$ cat src/logic/line_ctrl_map.svh
// Purpose: Offsets, field positions, reset values for the line controller
// Assumes: 32-bit register port, word offsets are byte addresses
// Notes: Included by the package and the modules
// What this block does
// - Event unmask bit 0 blocks events per line
// - Interrupt unmask bit 0 blocks interrupts per line
// - Falling enable makes falling edges trigger
// - Rising enable makes rising edges trigger
// - Enabled edge sets line pending flag
// - Write one clears pending, zero keeps
// - Changing edge polarity clears pending flag
// - Software trigger write sets pending flag
// - Software request still gated by masks
// - Clearing pending also clears software trigger
// - Four-bit selector routes line to timestamp
// - All registers reset to zero
// - Enabled edge sets pending, raises interrupt if unmasked
// - Unmasked enabled edge emits event pulse
// - Lines 16 to 20 from internal sources
`ifndef LINE_CTRL_MAP_SVH
`define LINE_CTRL_MAP_SVH
`define LC_LINES 21
`define LC_PIN_LINES 16
`define LC_ADDR_W 8
`define LC_OFF_EVENT_MASK 8'h00
`define LC_OFF_IRQ_MASK 8'h04
`define LC_OFF_FALL_EN 8'h08
`define LC_OFF_RISE_EN 8'h0C
`define LC_OFF_PENDING 8'h10
`define LC_OFF_SW_TRIG 8'h14
`define LC_OFF_TS_SEL 8'h18
`define LC_OFF_SUM_STAT 8'h1C
`define LC_OFF_SUM_MASK 8'h20
`define LC_TS_SEL_W 4
`define LC_SUM_W 2
`define LC_SUM_BIT_EDGE 0
`define LC_SUM_BIT_TS 1
`define LC_RESET_WORD 32'h0000_0000
`endif

$ cat src/logic/line_ctrl_pkg.sv
// Purpose: Types shared by the line controller modules
// Assumes: Map header defines the widths
// Notes: Only types live here
`include "line_ctrl_map.svh"
package line_ctrl_pkg;
  typedef logic [`LC_LINES-1:0] line_vec_t;
  typedef logic [`LC_ADDR_W-1:0] reg_addr_t;
  typedef struct packed
  {
    logic wr;
    logic rd;
    reg_addr_t addr;
    logic [31:0] wdata;
  } reg_req_s;
  typedef struct packed
  {
    line_vec_t rise;
    line_vec_t fall;
  } edge_pair_s;
endpackage

$ cat src/logic/external_line_controller.sv
// Purpose: Edge-triggered interrupt and event controller, 21 lines
// Assumes: Bus inputs synchronous to clk_sys_in, single clock
// Notes: Lines 0-15 from pins, 16-20 from internal sources
//
// The implementer's own choice: the strobed register port.
module external_line_controller
  import line_ctrl_pkg::*;
(
  input wire logic clk_sys_in,
  input wire logic sys_rst_in,
  input wire logic [`LC_PIN_LINES-1:0] pin_lines_in,
  input wire logic supply_voltage_detector_in,
  input wire logic calendar_alarm_in,
  input wire logic calendar_tamper_stamp_in,
  input wire logic calendar_wakeup_in,
  input wire logic basic_timer_wakeup_in,
  input wire logic [`LC_ADDR_W-1:0] reg_addr_in,
  input wire logic [31:0] reg_wdata_in,
  input wire logic reg_wr_in,
  input wire logic reg_rd_in,
  output logic [31:0] reg_rdata_out,
  output line_vec_t line_irq_out,
  output line_vec_t event_pulse_out,
  output logic timestamp_trigger_out,
  output logic irq_out
);
  // ****************************************************************
  // Source lines and edge detection
  // ****************************************************************
  line_vec_t lines;
  edge_pair_s edges;
  reg_req_s req;
  logic [8:0] wsel;
  logic rd_hit;

  assign lines = {basic_timer_wakeup_in, calendar_wakeup_in,
    calendar_tamper_stamp_in, calendar_alarm_in,
    supply_voltage_detector_in, pin_lines_in};
  assign req = '{wr: reg_wr_in, rd: reg_rd_in, addr: reg_addr_in,
    wdata: reg_wdata_in};

  line_edge_detect u_edge
  (
    .clk_sys_in(clk_sys_in),
    .sys_rst_in(sys_rst_in),
    .lines_in(lines),
    .edges_out(edges)
  );

  line_reg_port u_port
  (
    .req_in(req),
    .wsel_out(wsel),
    .rd_hit_out(rd_hit)
  );

  // ****************************************************************
  // Configuration registers
  // ****************************************************************
  line_vec_t event_mask_q;
  line_vec_t interrupt_mask_q;
  line_vec_t falling_edge_enable_q;
  line_vec_t rising_edge_enable_q;
  line_vec_t pending_flags_q;
  line_vec_t pending_flags_d;
  line_vec_t software_trigger_q;
  line_vec_t software_trigger_d;
  logic [`LC_TS_SEL_W-1:0] timestamp_source_field_q;
  line_vec_t wdata_lines;
  line_vec_t hw_trigger;
  line_vec_t sw_set;
  line_vec_t pending_flag_clear;
  line_vec_t polarity_change;

  // Reserved upper bits are not stored; software keeps them zero
  assign wdata_lines = reg_wdata_in[`LC_LINES-1:0];

  always_ff @(posedge clk_sys_in or posedge sys_rst_in)
  begin
    if (sys_rst_in)
    begin
      event_mask_q <= '0;
      interrupt_mask_q <= '0;
      falling_edge_enable_q <= '0;
      rising_edge_enable_q <= '0;
    end
    else
    begin
      if (wsel[0])
        event_mask_q <= wdata_lines;
      if (wsel[1])
        interrupt_mask_q <= wdata_lines;
      if (wsel[2])
        falling_edge_enable_q <= wdata_lines;
      if (wsel[3])
        rising_edge_enable_q <= wdata_lines;
    end
  end

  always_ff @(posedge clk_sys_in or posedge sys_rst_in)
  begin
    if (sys_rst_in)
      timestamp_source_field_q <= '0;
    else if (wsel[6])
      timestamp_source_field_q <= reg_wdata_in[`LC_TS_SEL_W-1:0];
  end

  // ****************************************************************
  // Trigger, pending and software trigger
  // ****************************************************************
  assign hw_trigger = (edges.rise & rising_edge_enable_q)
    | (edges.fall & falling_edge_enable_q);
  // Only a 0-to-1 write of the trigger bit requests
  assign sw_set = wsel[5] ? (wdata_lines & ~software_trigger_q) : '0;
  assign pending_flag_clear = wsel[4] ? wdata_lines : '0;
  assign polarity_change = (wsel[2] ? (wdata_lines ^ falling_edge_enable_q)
    : '0) | (wsel[3] ? (wdata_lines ^ rising_edge_enable_q) : '0);

  genvar g;
  generate
    for (g = 0; g < `LC_LINES; g++)
    begin : g_line
      // New trigger wins over a clear in the same cycle
      always_comb
      begin
        pending_flags_d[g] = pending_flags_q[g];
        if (pending_flag_clear[g] | polarity_change[g])
          pending_flags_d[g] = 1'b0;
        if (hw_trigger[g] | sw_set[g])
          pending_flags_d[g] = 1'b1;
      end

      always_comb
      begin
        software_trigger_d[g] = software_trigger_q[g];
        if (wsel[5])
          software_trigger_d[g] = wdata_lines[g];
        if (pending_flag_clear[g])
          software_trigger_d[g] = 1'b0;
      end

      assign line_irq_out[g] = pending_flags_q[g] & interrupt_mask_q[g];
    end
  endgenerate

  always_ff @(posedge clk_sys_in or posedge sys_rst_in)
  begin
    if (sys_rst_in)
    begin
      pending_flags_q <= '0;
      software_trigger_q <= '0;
    end
    else
    begin
      pending_flags_q <= pending_flags_d;
      software_trigger_q <= software_trigger_d;
    end
  end

  // ****************************************************************
  // Event pulses and timestamp trigger
  // ****************************************************************
  line_vec_t event_pulse_q;
  logic timestamp_trigger_q;

  // Event path never touches pending; registered for a clean pulse
  always_ff @(posedge clk_sys_in or posedge sys_rst_in)
  begin
    if (sys_rst_in)
    begin
      event_pulse_q <= '0;
      timestamp_trigger_q <= 1'b0;
    end
    else
    begin
      event_pulse_q <= (hw_trigger | sw_set) & event_mask_q;
      timestamp_trigger_q <= hw_trigger[timestamp_source_field_q];
    end
  end

  assign event_pulse_out = event_pulse_q;
  assign timestamp_trigger_out = timestamp_trigger_q;

  // ****************************************************************
  // Summary interrupt: sticky status, mask, one level output
  // ****************************************************************
  logic [`LC_SUM_W-1:0] sum_stat_q;
  logic [`LC_SUM_W-1:0] sum_mask_q;
  logic [`LC_SUM_W-1:0] sum_event;
  logic [`LC_SUM_W-1:0] sum_clear;

  assign sum_event[`LC_SUM_BIT_EDGE] = |(pending_flags_d & ~pending_flags_q
    & interrupt_mask_q);
  assign sum_event[`LC_SUM_BIT_TS] = timestamp_trigger_q;
  assign sum_clear = wsel[7] ? reg_wdata_in[`LC_SUM_W-1:0] : '0;

  always_ff @(posedge clk_sys_in or posedge sys_rst_in)
  begin
    if (sys_rst_in)
    begin
      sum_stat_q <= '0;
      sum_mask_q <= '0;
    end
    else
    begin
      // Set wins over the write-one clear
      sum_stat_q <= (sum_stat_q & ~sum_clear) | sum_event;
      if (wsel[8])
        sum_mask_q <= reg_wdata_in[`LC_SUM_W-1:0];
    end
  end

  // Level ORs the masked sticky summary with the masked pending lines, so a missed summary clear holds it high
  assign irq_out = (|(sum_stat_q & sum_mask_q))
    | (|(pending_flags_q & interrupt_mask_q));

  // ****************************************************************
  // Read data, one cycle after the read strobe
  // ****************************************************************
  logic [31:0] rdata_d;

  always_comb
  begin
    rdata_d = `LC_RESET_WORD;
    case (reg_addr_in)
      `LC_OFF_EVENT_MASK: rdata_d[`LC_LINES-1:0] = event_mask_q;
      `LC_OFF_IRQ_MASK: rdata_d[`LC_LINES-1:0] = interrupt_mask_q;
      `LC_OFF_FALL_EN: rdata_d[`LC_LINES-1:0] = falling_edge_enable_q;
      `LC_OFF_RISE_EN: rdata_d[`LC_LINES-1:0] = rising_edge_enable_q;
      `LC_OFF_PENDING: rdata_d[`LC_LINES-1:0] = pending_flags_q;
      `LC_OFF_SW_TRIG: rdata_d[`LC_LINES-1:0] = software_trigger_q;
      `LC_OFF_TS_SEL: rdata_d[`LC_TS_SEL_W-1:0] = timestamp_source_field_q;
      `LC_OFF_SUM_STAT: rdata_d[`LC_SUM_W-1:0] = sum_stat_q;
      `LC_OFF_SUM_MASK: rdata_d[`LC_SUM_W-1:0] = sum_mask_q;
      default: rdata_d = `LC_RESET_WORD;
    endcase
  end

  always_ff @(posedge clk_sys_in or posedge sys_rst_in)
  begin
    if (sys_rst_in)
      reg_rdata_out <= `LC_RESET_WORD;
    else if (rd_hit)
      reg_rdata_out <= rdata_d;
    else
      reg_rdata_out <= `LC_RESET_WORD;
  end
endmodule // external_line_controller

$ cat src/logic/line_edge_detect.sv
// Purpose: Synchronise the source lines and flag their edges
// Assumes: Lines may be asynchronous to the clock
// Notes: One-cycle rise and fall pulses per line
module line_edge_detect
  import line_ctrl_pkg::*;
(
  input wire logic clk_sys_in,
  input wire logic sys_rst_in,
  input wire line_vec_t lines_in,
  output edge_pair_s edges_out
);
  line_vec_t sync1_q;
  line_vec_t sync2_q;
  line_vec_t last_q;

  // Last stage resets to zero, so a line high at release reads as a rise
  always_ff @(posedge clk_sys_in or posedge sys_rst_in)
  begin
    if (sys_rst_in)
    begin
      sync1_q <= '0;
      sync2_q <= '0;
      last_q <= '0;
    end
    else
    begin
      sync1_q <= lines_in;
      sync2_q <= sync1_q;
      last_q <= sync2_q;
    end
  end

  genvar g;
  generate
    for (g = 0; g < `LC_LINES; g++)
    begin : g_edge
      assign edges_out.rise[g] = sync2_q[g] & ~last_q[g];
      assign edges_out.fall[g] = ~sync2_q[g] & last_q[g];
    end
  endgenerate
endmodule // line_edge_detect

$ cat src/logic/line_reg_port.sv
// Purpose: Decode the plain register port into strobes
// Assumes: One strobe at a time, never both
// Notes: Write strobes are one-hot per register
module line_reg_port
  import line_ctrl_pkg::*;
(
  input wire reg_req_s req_in,
  output logic [8:0] wsel_out,
  output logic rd_hit_out
);
  always_comb
  begin
    wsel_out = '0;
    rd_hit_out = 1'b0;
    case (req_in.addr)
      `LC_OFF_EVENT_MASK: wsel_out[0] = req_in.wr;
      `LC_OFF_IRQ_MASK: wsel_out[1] = req_in.wr;
      `LC_OFF_FALL_EN: wsel_out[2] = req_in.wr;
      `LC_OFF_RISE_EN: wsel_out[3] = req_in.wr;
      `LC_OFF_PENDING: wsel_out[4] = req_in.wr;
      `LC_OFF_SW_TRIG: wsel_out[5] = req_in.wr;
      `LC_OFF_TS_SEL: wsel_out[6] = req_in.wr;
      `LC_OFF_SUM_STAT: wsel_out[7] = req_in.wr;
      `LC_OFF_SUM_MASK: wsel_out[8] = req_in.wr;
      default: wsel_out = '0;
    endcase
    rd_hit_out = req_in.rd;
  end
endmodule // line_reg_port

$ cat config.mk
export PLATFORM = sky130hd
export DESIGN_NAME = external_line_controller
export DESIGN_NICKNAME = d
export VERILOG_FILES = /design/src/logic/line_ctrl_pkg.sv /design/src/logic/external_line_controller.sv /design/src/logic/line_edge_detect.sv /design/src/logic/line_reg_port.sv
export VERILOG_INCLUDE_DIRS = /design/src /design/src/logic
export SDC_FILE = /design/constraint.sdc
export NUM_CORES = 1
export LEC_CHECK = 0
export BUFFER_PORTS_ARGS = -buffer_cell sky130_fd_sc_hd__buf_4
export CORE_ASPECT_RATIO = 2
export CORE_MARGIN = 2
export CORE_UTILIZATION = 50
export CTS_BUF_LIST = sky130_fd_sc_hd__clkbuf_2
export CTS_CLUSTER_DIAMETER = 200
export DETAILED_ROUTE_END_ITERATION = 12
export PLACE_DENSITY = 0.71
export SLEW_MARGIN = 10
export SYNTH_ARGS = -nofsm -noshare
export SYNTH_HDL_FRONTEND = slang
export SYNTH_SLANG_ARGS = --single-unit
$ cat constraint.sdc
create_clock -name clk_sys_in -period 7.5 [get_ports clk_sys_in]
set_input_delay 1.5 -clock clk_sys_in [delete_from_list [all_inputs] [get_ports clk_sys_in]]
set_output_delay 1.5 -clock clk_sys_in [all_outputs]
set_load 0.05 [all_outputs]
==> results of run 1 <==
## worst min path at each step
| stage | start | end | cells past startpoint |
|---|---|---|---|
| 2_1_floorplan | u_edge.sync1_q[0]$_DFF_PP0_ | u_edge.sync2_q[0]$_DFF_PP0_ | 0 |
| 3_3_place_gp | u_edge.sync1_q[13]$_DFF_PP0_ | u_edge.sync2_q[13]$_DFF_PP0_ | 0 |
| 3_5_place_dp | u_edge.sync1_q[7]$_DFF_PP0_ | u_edge.sync2_q[7]$_DFF_PP0_ | 0 |
| 4_1_cts | u_edge.sync1_q[19]$_DFF_PP0_ | u_edge.sync2_q[19]$_DFF_PP0_ | 0 |
| 5_1_grt | u_edge.sync1_q[19]$_DFF_PP0_ | u_edge.sync2_q[19]$_DFF_PP0_ | 0 |
| 6_report | u_edge.sync1_q[19]$_DFF_PP0_ | u_edge.sync2_q[19]$_DFF_PP0_ | 0 |
## state kept, by name, indices dropped and copies added (netlist names)
| signal | cells |
|---|---|
| event_mask_q | 21 |
| event_pulse_out | 21 |
| falling_edge_enable_q | 21 |
| interrupt_mask_q | 21 |
| pending_flags_q | 21 |
| reg_rdata_out | 21 |
| rising_edge_enable_q | 21 |
| software_trigger_q | 21 |
| sum_mask_q | 2 |
| sum_stat_q | 2 |
| timestamp_source_field_q | 4 |
| timestamp_trigger_out | 1 |
| u_edge.last_q | 21 |
| u_edge.sync1_q | 21 |
| u_edge.sync2_q | 21 |
## kinds of logic after synthesis
logic type	share of synthesized area [%]
DFF	54.16
buffers and inverters	4.163
xor gates and xnor gates	0.1580
muxes	6.939
AOI/OAI and AO/OA	15.83
other	0.03382
and+or+nand+nor	18.72
## layout by cell type, fill, tap and decap left out, types with 4 or more instances in the layout
master,synthesis,final
sky130_fd_sc_hd__a21oi_1,33,33
sky130_fd_sc_hd__a221oi_1,11,11
sky130_fd_sc_hd__a222oi_1,4,4
sky130_fd_sc_hd__a22o_1,5,5
sky130_fd_sc_hd__a22oi_1,63,63
sky130_fd_sc_hd__a31oi_1,13,13
sky130_fd_sc_hd__a32oi_1,4,4
sky130_fd_sc_hd__and2_1,43,43
sky130_fd_sc_hd__and3b_1,4,4
sky130_fd_sc_hd__buf_4,14,135
sky130_fd_sc_hd__clkbuf_2,0,74
sky130_fd_sc_hd__clkinv_1,0,13
sky130_fd_sc_hd__conb_1,1,11
sky130_fd_sc_hd__dfrtp_1,240,240
sky130_fd_sc_hd__inv_1,16,15
sky130_fd_sc_hd__mux2_2,40,40
sky130_fd_sc_hd__mux2i_1,15,15
sky130_fd_sc_hd__mux4_2,4,4
sky130_fd_sc_hd__nand2_1,177,177
sky130_fd_sc_hd__nand2b_1,9,9
sky130_fd_sc_hd__nand3_1,12,12
sky130_fd_sc_hd__nand3b_1,29,29
sky130_fd_sc_hd__nand4_1,4,4
sky130_fd_sc_hd__nand4b_1,7,7
sky130_fd_sc_hd__nor2_1,26,26
sky130_fd_sc_hd__nor2b_1,28,28
sky130_fd_sc_hd__nor4_1,7,6
sky130_fd_sc_hd__nor4bb_1,10,9
sky130_fd_sc_hd__o2111a_1,9,9
sky130_fd_sc_hd__o211a_1,7,7
sky130_fd_sc_hd__o211ai_1,34,34
sky130_fd_sc_hd__o21ai_0,33,33
sky130_fd_sc_hd__o22ai_1,6,6
sky130_fd_sc_hd__or4_1,7,7
## power groups by stage
| stage | sequential (uW) | combinational [uW] | clock (uW) |
|---|---|---|---|
| after detailed placement | 1500 | 280 | 0 |
| after CTS | 1470 | 280 | 835 |
| final | 1480 | 281 | 818 |
| after global placement | 1500 | 271 | 0 |
| after global routing | 1490 | 306 | 895 |
| after floorplan | 1470 | 200 | 0 |
## critical path, stage by stage, from the launching register on
cell and delay (ns):
sky130_fd_sc_hd__dfrtp_1 0.45, sky130_fd_sc_hd__and2_1 0.27, sky130_fd_sc_hd__or4_1 0.55, sky130_fd_sc_hd__or4_1 0.45
sky130_fd_sc_hd__nor2_1 0.28, sky130_fd_sc_hd__nand4_1 0.13, sky130_fd_sc_hd__buf_4 0.22
## through the flow
stage | area (sq um) | worst slack (ns) | instances | utilization [%]
global placement | 12160 | 3.544 | 1375 | 55.35
detailed placement | 12160 | 3.526 | 1375 | 55.35
CTS | 12620 | 2.822 | 1466 | 57.46
floorplan | 11130 | 2.852 | 1044 | -
finish | 12620 | 2.829 | 1467 | 57.47
global route | 12620 | 2.782 | 1467 | 57.47
## cell type report
class                           count  share of cell area [%]
Antenna cell                        1                 0.01982
Multi-Input combinational cell    707                   37.30
Clock buffer                       74                   2.934
Inverter                           16                  0.5055
Timing Repair Buffer              136                   8.186
Clock inverter                     17                  0.7433
Tap cell                          276                   2.735
Sequential cell                   240                   47.57
## per-layer routing
layer  vias up  global-route usage (%)  part of all wire [%]
met3       148                   5.258                   8.8
li1       3992                       -                     -
met1      4510                   36.42                    36
met2       569                   47.23                    48
met4         0                   19.20                   7.4
met5         -                       0                     0
==> tab_implementation.tex, run 1 <==
\begin{tabular}{lr}
\hline
Metric & Value \\
\hline
\multicolumn{2}{l}{\textbf{Critical path}} \\
\quad Arrival time at the worst endpoint & about 3.2 ns \\
\quad Register-to-register path setup slack & 4.77 ns \\
\quad Worst flop-to-flop path startpoint & falling\_edge\_enable\_q[2]\$\_DFFE\_PP0P\_ \\
\quad CP endpoint kind & output pin \\
\quad Top fanout value on the critical path & 6 \\
\quad Critical Path RT & roughly 6 ns \\
\quad Length in cells of the worst reg-to-reg path & 5 \\
\quad Crit path kind & register to output pin \\
\quad Critical Path Source & pending\_flags\_q[8]\$\_DFF\_PP0\_ \\
\quad Worst flop-to-flop path endpoint & sum\_stat\_q[0]\$\_DFF\_PP0\_ \\
\quad Sort of element at the start of the critical path & register \\
\quad Capturing instance or port of the critical path & irq\_out \\
\multicolumn{2}{l}{\textbf{Routing}} \\
\quad Remaining design rule violation count & 0 \\
\quad Wire length after detailed routing & 34.04 mm \\
\quad Initial DRT Pass Iterations & 6 \\
\quad Number of routed nets with antenna violations & 0 \\
\quad Number of vias after detailed routing & $\sim$9000 \\
\quad Vias/cell & approximately 6.3 \\
\quad WL per Instance & approximately 23 um \\
\quad Number of DRC violations after detailed-routing iteration 0 & 960 \\
\multicolumn{2}{l}{\textbf{Logic synthesis}} \\
\quad Post-Synthesis Cells & just over 1000 \\
\quad Flop and latch count out of synthesis & 240 \\
\quad Commonest cells post-synth & sky130\_fd\_sc\_hd\_\_dfrtp\_1, sky130\_fd\_sc\_hd\_\_nand2\_1, sky130\_fd\_sc\_hd\_\_a22oi\_1 \\
\quad Most area-hungry cell type in the Yosys netlist & sky130\_fd\_sc\_hd\_\_dfrtp\_1 \\
\quad Area fraction of the dominant cell type after synthesis & a little over half \\
\quad Most numerous cell in the Yosys netlist & sky130\_fd\_sc\_hd\_\_dfrtp\_1 \\
\quad Post-synth cell types & 64 \\
\quad Cell area after technology mapping & roughly 11000 sq um \\
\quad Count of flip-flops with a built-in enable after synthesis & 0 \\
\quad Number of synthesis warnings & 0 \\
\quad Most frequently used flop master after synthesis & sky130\_fd\_sc\_hd\_\_dfrtp\_1 \\
\quad Share of synthesized flip-flops with an asynchronous set or reset & between 90\% and 100\% \\
\quad Sequential cell area fraction in the yosys report & a little over half \\
\quad Average footprint of a synthesized cell & between 10 and 15 sq um \\
\quad Ranking of synthesized cells by area & sky130\_fd\_sc\_hd\_\_dfrtp\_1, sky130\_fd\_sc\_hd\_\_nand2\_1, sky130\_fd\_sc\_hd\_\_a22oi\_1, sky130\_fd\_sc\_hd\_\_mux2\_2, sky130\_fd\_sc\_hd\_\_and2\_1 \\
\multicolumn{2}{l}{\textbf{GRT}} \\
\quad Aggregate global routing overflow & 0 \\
\quad Via count of the first global-routing pass & between 9000 and 10000 \\
\quad Largest net degree at the start of global routing & 189 \\
\quad Wire length of the first global-routing pass & around 52 mm \\
\quad Total GRT Usage & slightly below 30\% \\
\quad Initial antenna violation count & 1 \\
\multicolumn{2}{l}{\textbf{Placed design}} \\
\quad Half-perimeter wire length after placement & 21.96 mm \\
\quad Count of input and output buffers & $\sim$120 \\
\quad Placer Congestion & approximately 0.94 \\
\multicolumn{2}{l}{\textbf{STA}} \\
\quad Final clock period utilization by the worst path & about 62\% \\
\quad Number of hold-slack violations in the final timing report & 0 \\
\quad Worst-Margin Slew & 1.441 ns \\
\quad Unrepaired setup endpoints after global routing & false \\
\quad Highest Clock Rate & between 200 and 250 MHz \\
\quad Finish-stage setup viols & 0 \\
\quad Final-layout worst hold slack & between 0.3 and 0.4 ns \\
\quad Final critical path time including I/O delays and setup & around 4.7 ns \\
\quad Max Slew Vio Count & 0 \\
\quad Setup TNS after final layout & 0 ns \\
\quad Headroom to the max-slew limit & around 1.4\% \\
\quad Worst Clk Skew & 0.07678 ns \\
\multicolumn{2}{l}{\textbf{Floorplanning}} \\
\quad DIE AREA & $\sim$23000 sq um \\
\quad Die H & $\sim$210 um \\
\quad Die width & 109.3 um \\
\quad I/O Pins & between 100 and 150 \\
\quad Std-Cell Rows & 77 \\
\quad Starting density of the core & 50.48\% \\
\quad Core area & roughly 22000 sq um \\
\multicolumn{2}{l}{\textbf{Clocking}} \\
\quad Latest clock arrival within the worst-skew pair & approximately 0.9 ns \\
\quad CTS tree & built \\
\quad H-tree depth & 2 \\
\quad Clock tree root driver cell & sky130\_fd\_sc\_hd\_\_clkbuf\_2 \\
\quad Cts-stage hold buffer count & 0 \\
\quad Clock transition at the register clock pins on the worst setup and hold paths after CTS & 0.11 ns \\
\quad Buffer levels on the longest clock path & 3 \\
\quad Number of clock sinks seen by CTS & 240 \\
\quad Post-CTS setup buffer count & 0 \\
\quad Clock buffer count from CTS & 53 \\
\quad CTS resizes & 0 \\
\multicolumn{2}{l}{\textbf{Power and ir drop}} \\
\quad Switching Power & slightly below 800 uW \\
\quad Leakage power summed over all cells & 0.006073 uW \\
\quad Power Density & 204.2 nW/um\^{}2 \\
\quad Combinational share of power & between 10\% and 20\% \\
\quad Max VDD drop & around 110 uV \\
\quad Int Pwr & around 1800 uW \\
\quad Clock network fraction of design power & a little under a third \\
\quad Pwr Total & 2577 uW \\
\quad Sw Share & 30.43\% \\
\quad Sequential Power Share & a little under three fifths \\
\multicolumn{2}{l}{\textbf{Final layout}} \\
\quad Area growth from synthesis to final layout & 13.84\% \\
\quad Number of fill cells in the layout & approximately 1900 \\
\quad Area taken by flip-flops and latches & approximately 6000 sq um \\
\quad Area occupied by multi-input gates & 4710 sq um \\
\quad Net total in the final layout & $\sim$1200 \\
\quad Fraction of layout cells with a size suffix above 1 & around a quarter \\
\multicolumn{2}{l}{\textbf{Worst hold path}} \\
\quad Tightest Hold Check Type & register to register \\
\multicolumn{2}{l}{\textbf{Run status}} \\
\quad Violated checks & capacitance limit \\
\quad Status & complete, but fails checks \\
\multicolumn{2}{l}{\textbf{Run}} \\
\quad Count of max-cap constraint violations & 1 \\
\hline
\end{tabular}
No activity file was read; power rests on OpenSTA's default activity.
==> inputs of run 2 (changes only) <==
Settings changed: ABC_AREA from default to 1.
Clock period 7.5 ns to 3.9 ns, I/O delays scaled along.
==> tab_implementation.tex, run 2 <==
\begin{tabular}{lr}
\hline
Metric & Value \\
\hline
\multicolumn{2}{l}{\textbf{GRT}} \\
\quad Initial antenna violation count & 1 (unchanged) \\
\quad Largest net degree at the start of global routing & 62 (was 189) \\
\quad Aggregate global routing overflow & 0 (unchanged) \\
\quad Total GRT Usage & 27.12\% (was 29.64\%) \\
\quad Wire length of the first global-routing pass & 47.47 mm (was 52.17 mm) \\
\quad Via count of the first global-routing pass & 9249 (was 9096) \\
\multicolumn{2}{l}{\textbf{Routing}} \\
\quad WL per Instance & 17.85 um (was 23.21 um) \\
\quad Number of DRC violations after detailed-routing iteration 0 & 702 (was 960) \\
\quad Number of routed nets with antenna violations & 0 (unchanged) \\
\quad Remaining design rule violation count & 0 (unchanged) \\
\quad Initial DRT Pass Iterations & 8 (was 6) \\
\quad Number of vias after detailed routing & 9356 (was 9219) \\
\quad Wire length after detailed routing & 30.81 mm (was 34.04 mm) \\
\quad Vias/cell & 5.421 (was 6.284) \\
\multicolumn{2}{l}{\textbf{Run status}} \\
\quad Status & completed (was complete, but fails checks) \\
\multicolumn{2}{l}{\textbf{Final layout}} \\
\quad Area growth from synthesis to final layout & 15.62\% (was 13.84\%) \\
\quad Fraction of layout cells with a size suffix above 1 & 17.91\% (was 23.45\%) \\
\quad Commonest non-fill, non-tap cells in the layout & sky130\_fd\_sc\_hd\_\_nand2\_1, sky130\_fd\_sc\_hd\_\_dfrtp\_1, sky130\_fd\_sc\_hd\_\_inv\_1 (was sky130\_fd\_sc\_hd\_\_dfrtp\_1, sky130\_fd\_sc\_hd\_\_nand2\_1, sky130\_fd\_sc\_hd\_\_buf\_4) \\
\quad Final standard cell utilization of the core & 58.94\% (was 57.47\%) \\
\quad Net total in the final layout & 1481 (was 1219) \\
\quad Number of fill cells in the layout & 1977 (was 1917) \\
\quad Most frequent standard cell in the layout excluding fill and tap cells & sky130\_fd\_sc\_hd\_\_nand2\_1 (was sky130\_fd\_sc\_hd\_\_dfrtp\_1) \\
\multicolumn{2}{l}{\textbf{STA}} \\
\quad Worst-Margin Slew & 1.011 ns (was 1.441 ns) \\
\quad Max Slew Vio Count & 0 (unchanged) \\
\quad Finish-stage setup viols & 0 (unchanged) \\
\quad Final critical path time including I/O delays and setup & about 3.4 ns \\
\quad Number of hold-slack violations in the final timing report & 0 (unchanged) \\
\quad Final-layout worst hold slack & 0.05799 ns (was 0.3487 ns) \\
\quad Highest Clock Rate & 295.9 MHz \\
\quad Final clock period utilization by the worst path & between 80\% and 90\% \\
\quad Headroom to the max-slew limit & 32.54\% (was 1.421\%) \\
\quad Unrepaired setup endpoints after global routing & false (unchanged) \\
\quad Worst Clk Skew & 0.04249 ns (was 0.07678 ns) \\
\multicolumn{2}{l}{\textbf{Logic synthesis}} \\
\quad Commonest cells post-synth & sky130\_fd\_sc\_hd\_\_nand2\_1, sky130\_fd\_sc\_hd\_\_dfrtp\_1, sky130\_fd\_sc\_hd\_\_inv\_1 (was sky130\_fd\_sc\_hd\_\_dfrtp\_1, sky130\_fd\_sc\_hd\_\_nand2\_1, sky130\_fd\_sc\_hd\_\_a22oi\_1) \\
\quad Count of flip-flops with a built-in enable after synthesis & 0 (unchanged) \\
\quad Share of synthesized flip-flops with an asynchronous set or reset & 100.0\% (unchanged) \\
\quad Ranking of synthesized cells by area & sky130\_fd\_sc\_hd\_\_dfrtp\_1, sky130\_fd\_sc\_hd\_\_nand2\_1, sky130\_fd\_sc\_hd\_\_inv\_1, sky130\_fd\_sc\_hd\_\_o21ai\_0, sky130\_fd\_sc\_hd\_\_nor2\_1 (was sky130\_fd\_sc\_hd\_\_dfrtp\_1, sky130\_fd\_sc\_hd\_\_nand2\_1, sky130\_fd\_sc\_hd\_\_a22oi\_1, sky130\_fd\_sc\_hd\_\_mux2\_2, sky130\_fd\_sc\_hd\_\_and2\_1) \\
\quad Post-Synthesis Cells & 1261 (was 1034) \\
\quad Most numerous cell in the Yosys netlist & sky130\_fd\_sc\_hd\_\_nand2\_1 (was sky130\_fd\_sc\_hd\_\_dfrtp\_1) \\
\quad Flop and latch count out of synthesis & 240 (unchanged) \\
\quad Post-synth cell types & 44 (was 64) \\
\quad Most frequently used flop master after synthesis & sky130\_fd\_sc\_hd\_\_dfrtp\_1 (unchanged) \\
\quad Number of synthesis warnings & 0 (unchanged) \\
\quad Average footprint of a synthesized cell & 8.688 sq um (was 10.72 sq um) \\
\quad Sequential cell area fraction in the yosys report & 54.82\% (was 54.16\%) \\
\quad Area fraction of the dominant cell type after synthesis & 54.82\% (was 54.16\%) \\
\quad Most area-hungry cell type in the Yosys netlist & sky130\_fd\_sc\_hd\_\_dfrtp\_1 (unchanged) \\
\quad Cell area after technology mapping & 10960 sq um (was 11090 sq um) \\
\multicolumn{2}{l}{\textbf{Critical path}} \\
\quad Critical Path RT & 3.12 ns (was 6.00 ns) \\
\quad Register-to-register path setup slack & 1.95 ns (was 4.77 ns) \\
\quad Sort of element at the start of the critical path & register (unchanged) \\
\quad Worst path buffer plus inverter count & 1 (unchanged) \\
\quad Slowest stage delay, CP & 0.53 ns (was 0.55 ns) \\
\quad Top fanout value on the critical path & 4 (was 6) \\
\quad Slowest stage cell, crit path & sky130\_fd\_sc\_hd\_\_nor4\_1 (was sky130\_fd\_sc\_hd\_\_or4\_1) \\
\quad Sequence of cells on the critical path & nand2\_1, nand4\_1, nor4\_1, nand3\_1, buf\_4 (was and2\_1, or4\_1, or4\_1, nor2\_1, nand4\_1, buf\_4) \\
\quad CP endpoint kind & output pin (unchanged) \\
\quad Crit path kind & register to output pin (unchanged) \\
\quad Arrival time at the worst endpoint & 2.60 ns (was 3.17 ns) \\
\quad Crit path max-delay family & simple AND/OR/NAND/NOR gates (unchanged) \\
\multicolumn{2}{l}{\textbf{Floorplanning}} \\
\quad Std-Cell Rows & 76 (was 77) \\
\quad Core area & 21490 sq um (was 21970 sq um) \\
\quad Starting density of the core & 50.98\% (was 50.48\%) \\
\quad Die width & 108.7 um (was 109.3 um) \\
\quad Die H & 213.3 um (was 214.6 um) \\
\quad I/O Pins & 141 (unchanged) \\
\quad DIE AREA & 23180 sq um (was 23460 sq um) \\
\multicolumn{2}{l}{\textbf{Clocking}} \\
\quad Buffer levels on the longest clock path & 3 (unchanged) \\
\quad H-tree depth & 2 (unchanged) \\
\quad Post-CTS setup buffer count & 0 (unchanged) \\
\quad CTS resizes & 0 (unchanged) \\
\quad Clock buffer count from CTS & 52 (was 53) \\
\quad Latest clock arrival within the worst-skew pair & 0.84 ns (was 0.88 ns) \\
\quad Clock tree root driver cell & sky130\_fd\_sc\_hd\_\_clkbuf\_2 (unchanged) \\
\quad CTS tree & built (unchanged) \\
\quad Number of clock sinks seen by CTS & 240 (unchanged) \\
\quad Clock transition at the register clock pins on the worst setup and hold paths after CTS & 0.11 ns (about the same) \\
\multicolumn{2}{l}{\textbf{Placed design}} \\
\quad Placer Congestion & 0.9076 (was 0.9383) \\
\quad Half-perimeter wire length after placement & 21.05 mm (was 21.96 mm) \\
\quad Count of input and output buffers & 118 (unchanged) \\
\multicolumn{2}{l}{\textbf{Worst hold path}} \\
\quad Tightest Hold Check Type & input pin to register (was register to register) \\
\multicolumn{2}{l}{\textbf{Power and ir drop}} \\
\quad Leakage power summed over all cells & 0.006412 uW (was 0.006073 uW) \\
\quad Power Density & 382.0 nW/um\^{}2 (was 204.2 nW/um\^{}2) \\
\quad Max VDD drop & 246.0 uV (was 113.2 uV) \\
\multicolumn{2}{l}{\textbf{Run}} \\
\quad Count of max-cap constraint violations & 0 (was 1) \\
\hline
\end{tabular}
## run 2: cell families after synthesis
kind of cell / Yosys count / synth area share (%)
compound gates: 265 / 13.73
xor+xnor: 40 / 3.198
buf+inv: 230 / 8.862
flops: 240 / 54.82
other cells: 1 / 0.03423
simple gates: 485 / 19.36
## run 2: path summary, 6_finish.rpt
kind / from / end / cells after the start
setup / recovery: pending_flags_q[13]$_DFF_PP0_ / irq_out / 5
hold / removal: pin_lines_in[0] / u_edge.sync1_q[0]$_DFF_PP0_ / 1
setup reg to reg: rising_edge_enable_q[10]$_DFFE_PP0P_ / sum_stat_q[0]$_DFF_PP0_ / 9
hold reg to reg: u_edge.sync1_q[11]$_DFF_PP0_ / u_edge.sync2_q[11]$_DFF_PP0_ / 0
max in group asynchronous: sys_rst_in / u_edge.sync2_q[7]$_DFF_PP0_ / 4
min in group asynchronous: sys_rst_in / event_pulse_out[16]$_DFF_PP0_ / 3
## run 2: worst reg2reg max path, cell delays in order, from the launching register on
cell	delay, ns
sky130_fd_sc_hd__dfrtp_1	0.41
sky130_fd_sc_hd__inv_1	0.10
sky130_fd_sc_hd__nor2_1	0.05
sky130_fd_sc_hd__a21oi_1	0.43
sky130_fd_sc_hd__o21ai_1	0.19
sky130_fd_sc_hd__nand3_1	0.23
sky130_fd_sc_hd__a21boi_1	0.20
sky130_fd_sc_hd__nand2_1	0.07
sky130_fd_sc_hd__nor2_1	0.09
sky130_fd_sc_hd__nand3_1	0.08
## run 2: layer usage
metal	part of all wire (%)	vias up	track usage, %	wire length, um
li1	-	4390	-	-
met1	36	4412	30.79	10970
met2	52	430	47.35	15900
met3	6.8	124	4.103	2096
met4	6.0	0	16.49	1847
met5	0	-	0	0
## run 2: metrics by stage
| stage | instances | power (uW) | TNS [ns] | worst slack [ns] | instance area (sq um) |
|---|---|---|---|---|---|
| after floorplan | 1271 | 3111 | -6.678 | -0.02783 | 11000 |
| after global placement | 1616 | 3292 | 0 | 1.104 | 12010 |
| after detailed placement | 1616 | 3304 | 0 | 1.076 | 12010 |
| after CTS | 1725 | 4877 | 0 | 0.4854 | 12660 |
| after global routing | 1726 | 5062 | 0 | 0.3358 | 12670 |
| final | 1726 | 4839 | 0 | 0.5209 | 12670 |
## run 2: final cells by class
type | instances | area [sq um] | area share (%)
Antenna cell | 1 | 2.502 | 0.01976
Clock buffer | 82 | 410.4 | 3.240
Clock inverter | 8 | 56.30 | 0.4445
Inverter | 168 | 638.1 | 5.038
Multi-Input combinational cell | 801 | 4016 | 31.71
Sequential cell | 240 | 6006 | 47.41
Tap cell | 273 | 341.6 | 2.697
Timing Repair Buffer | 153 | 1196 | 9.443
## run 2: what timing repair did
action / in CTS / in global routing
hold endpoints to repair: 32 / 0
hold buffers: 19 / 0
setup endpoints to repair: 0 / 0
## run 2: power breakdown
group | switching [uW] | leakage [uW] | total, uW | internal [uW]
clock | 956 | 0.000366 | 1570 | 610
sequential | 87.2 | 0.00289 | 2690 | 2600
combinational | 393 | 0.00315 | 584 | 191
total | 1440 | 0.00641 | 4840 | 3400
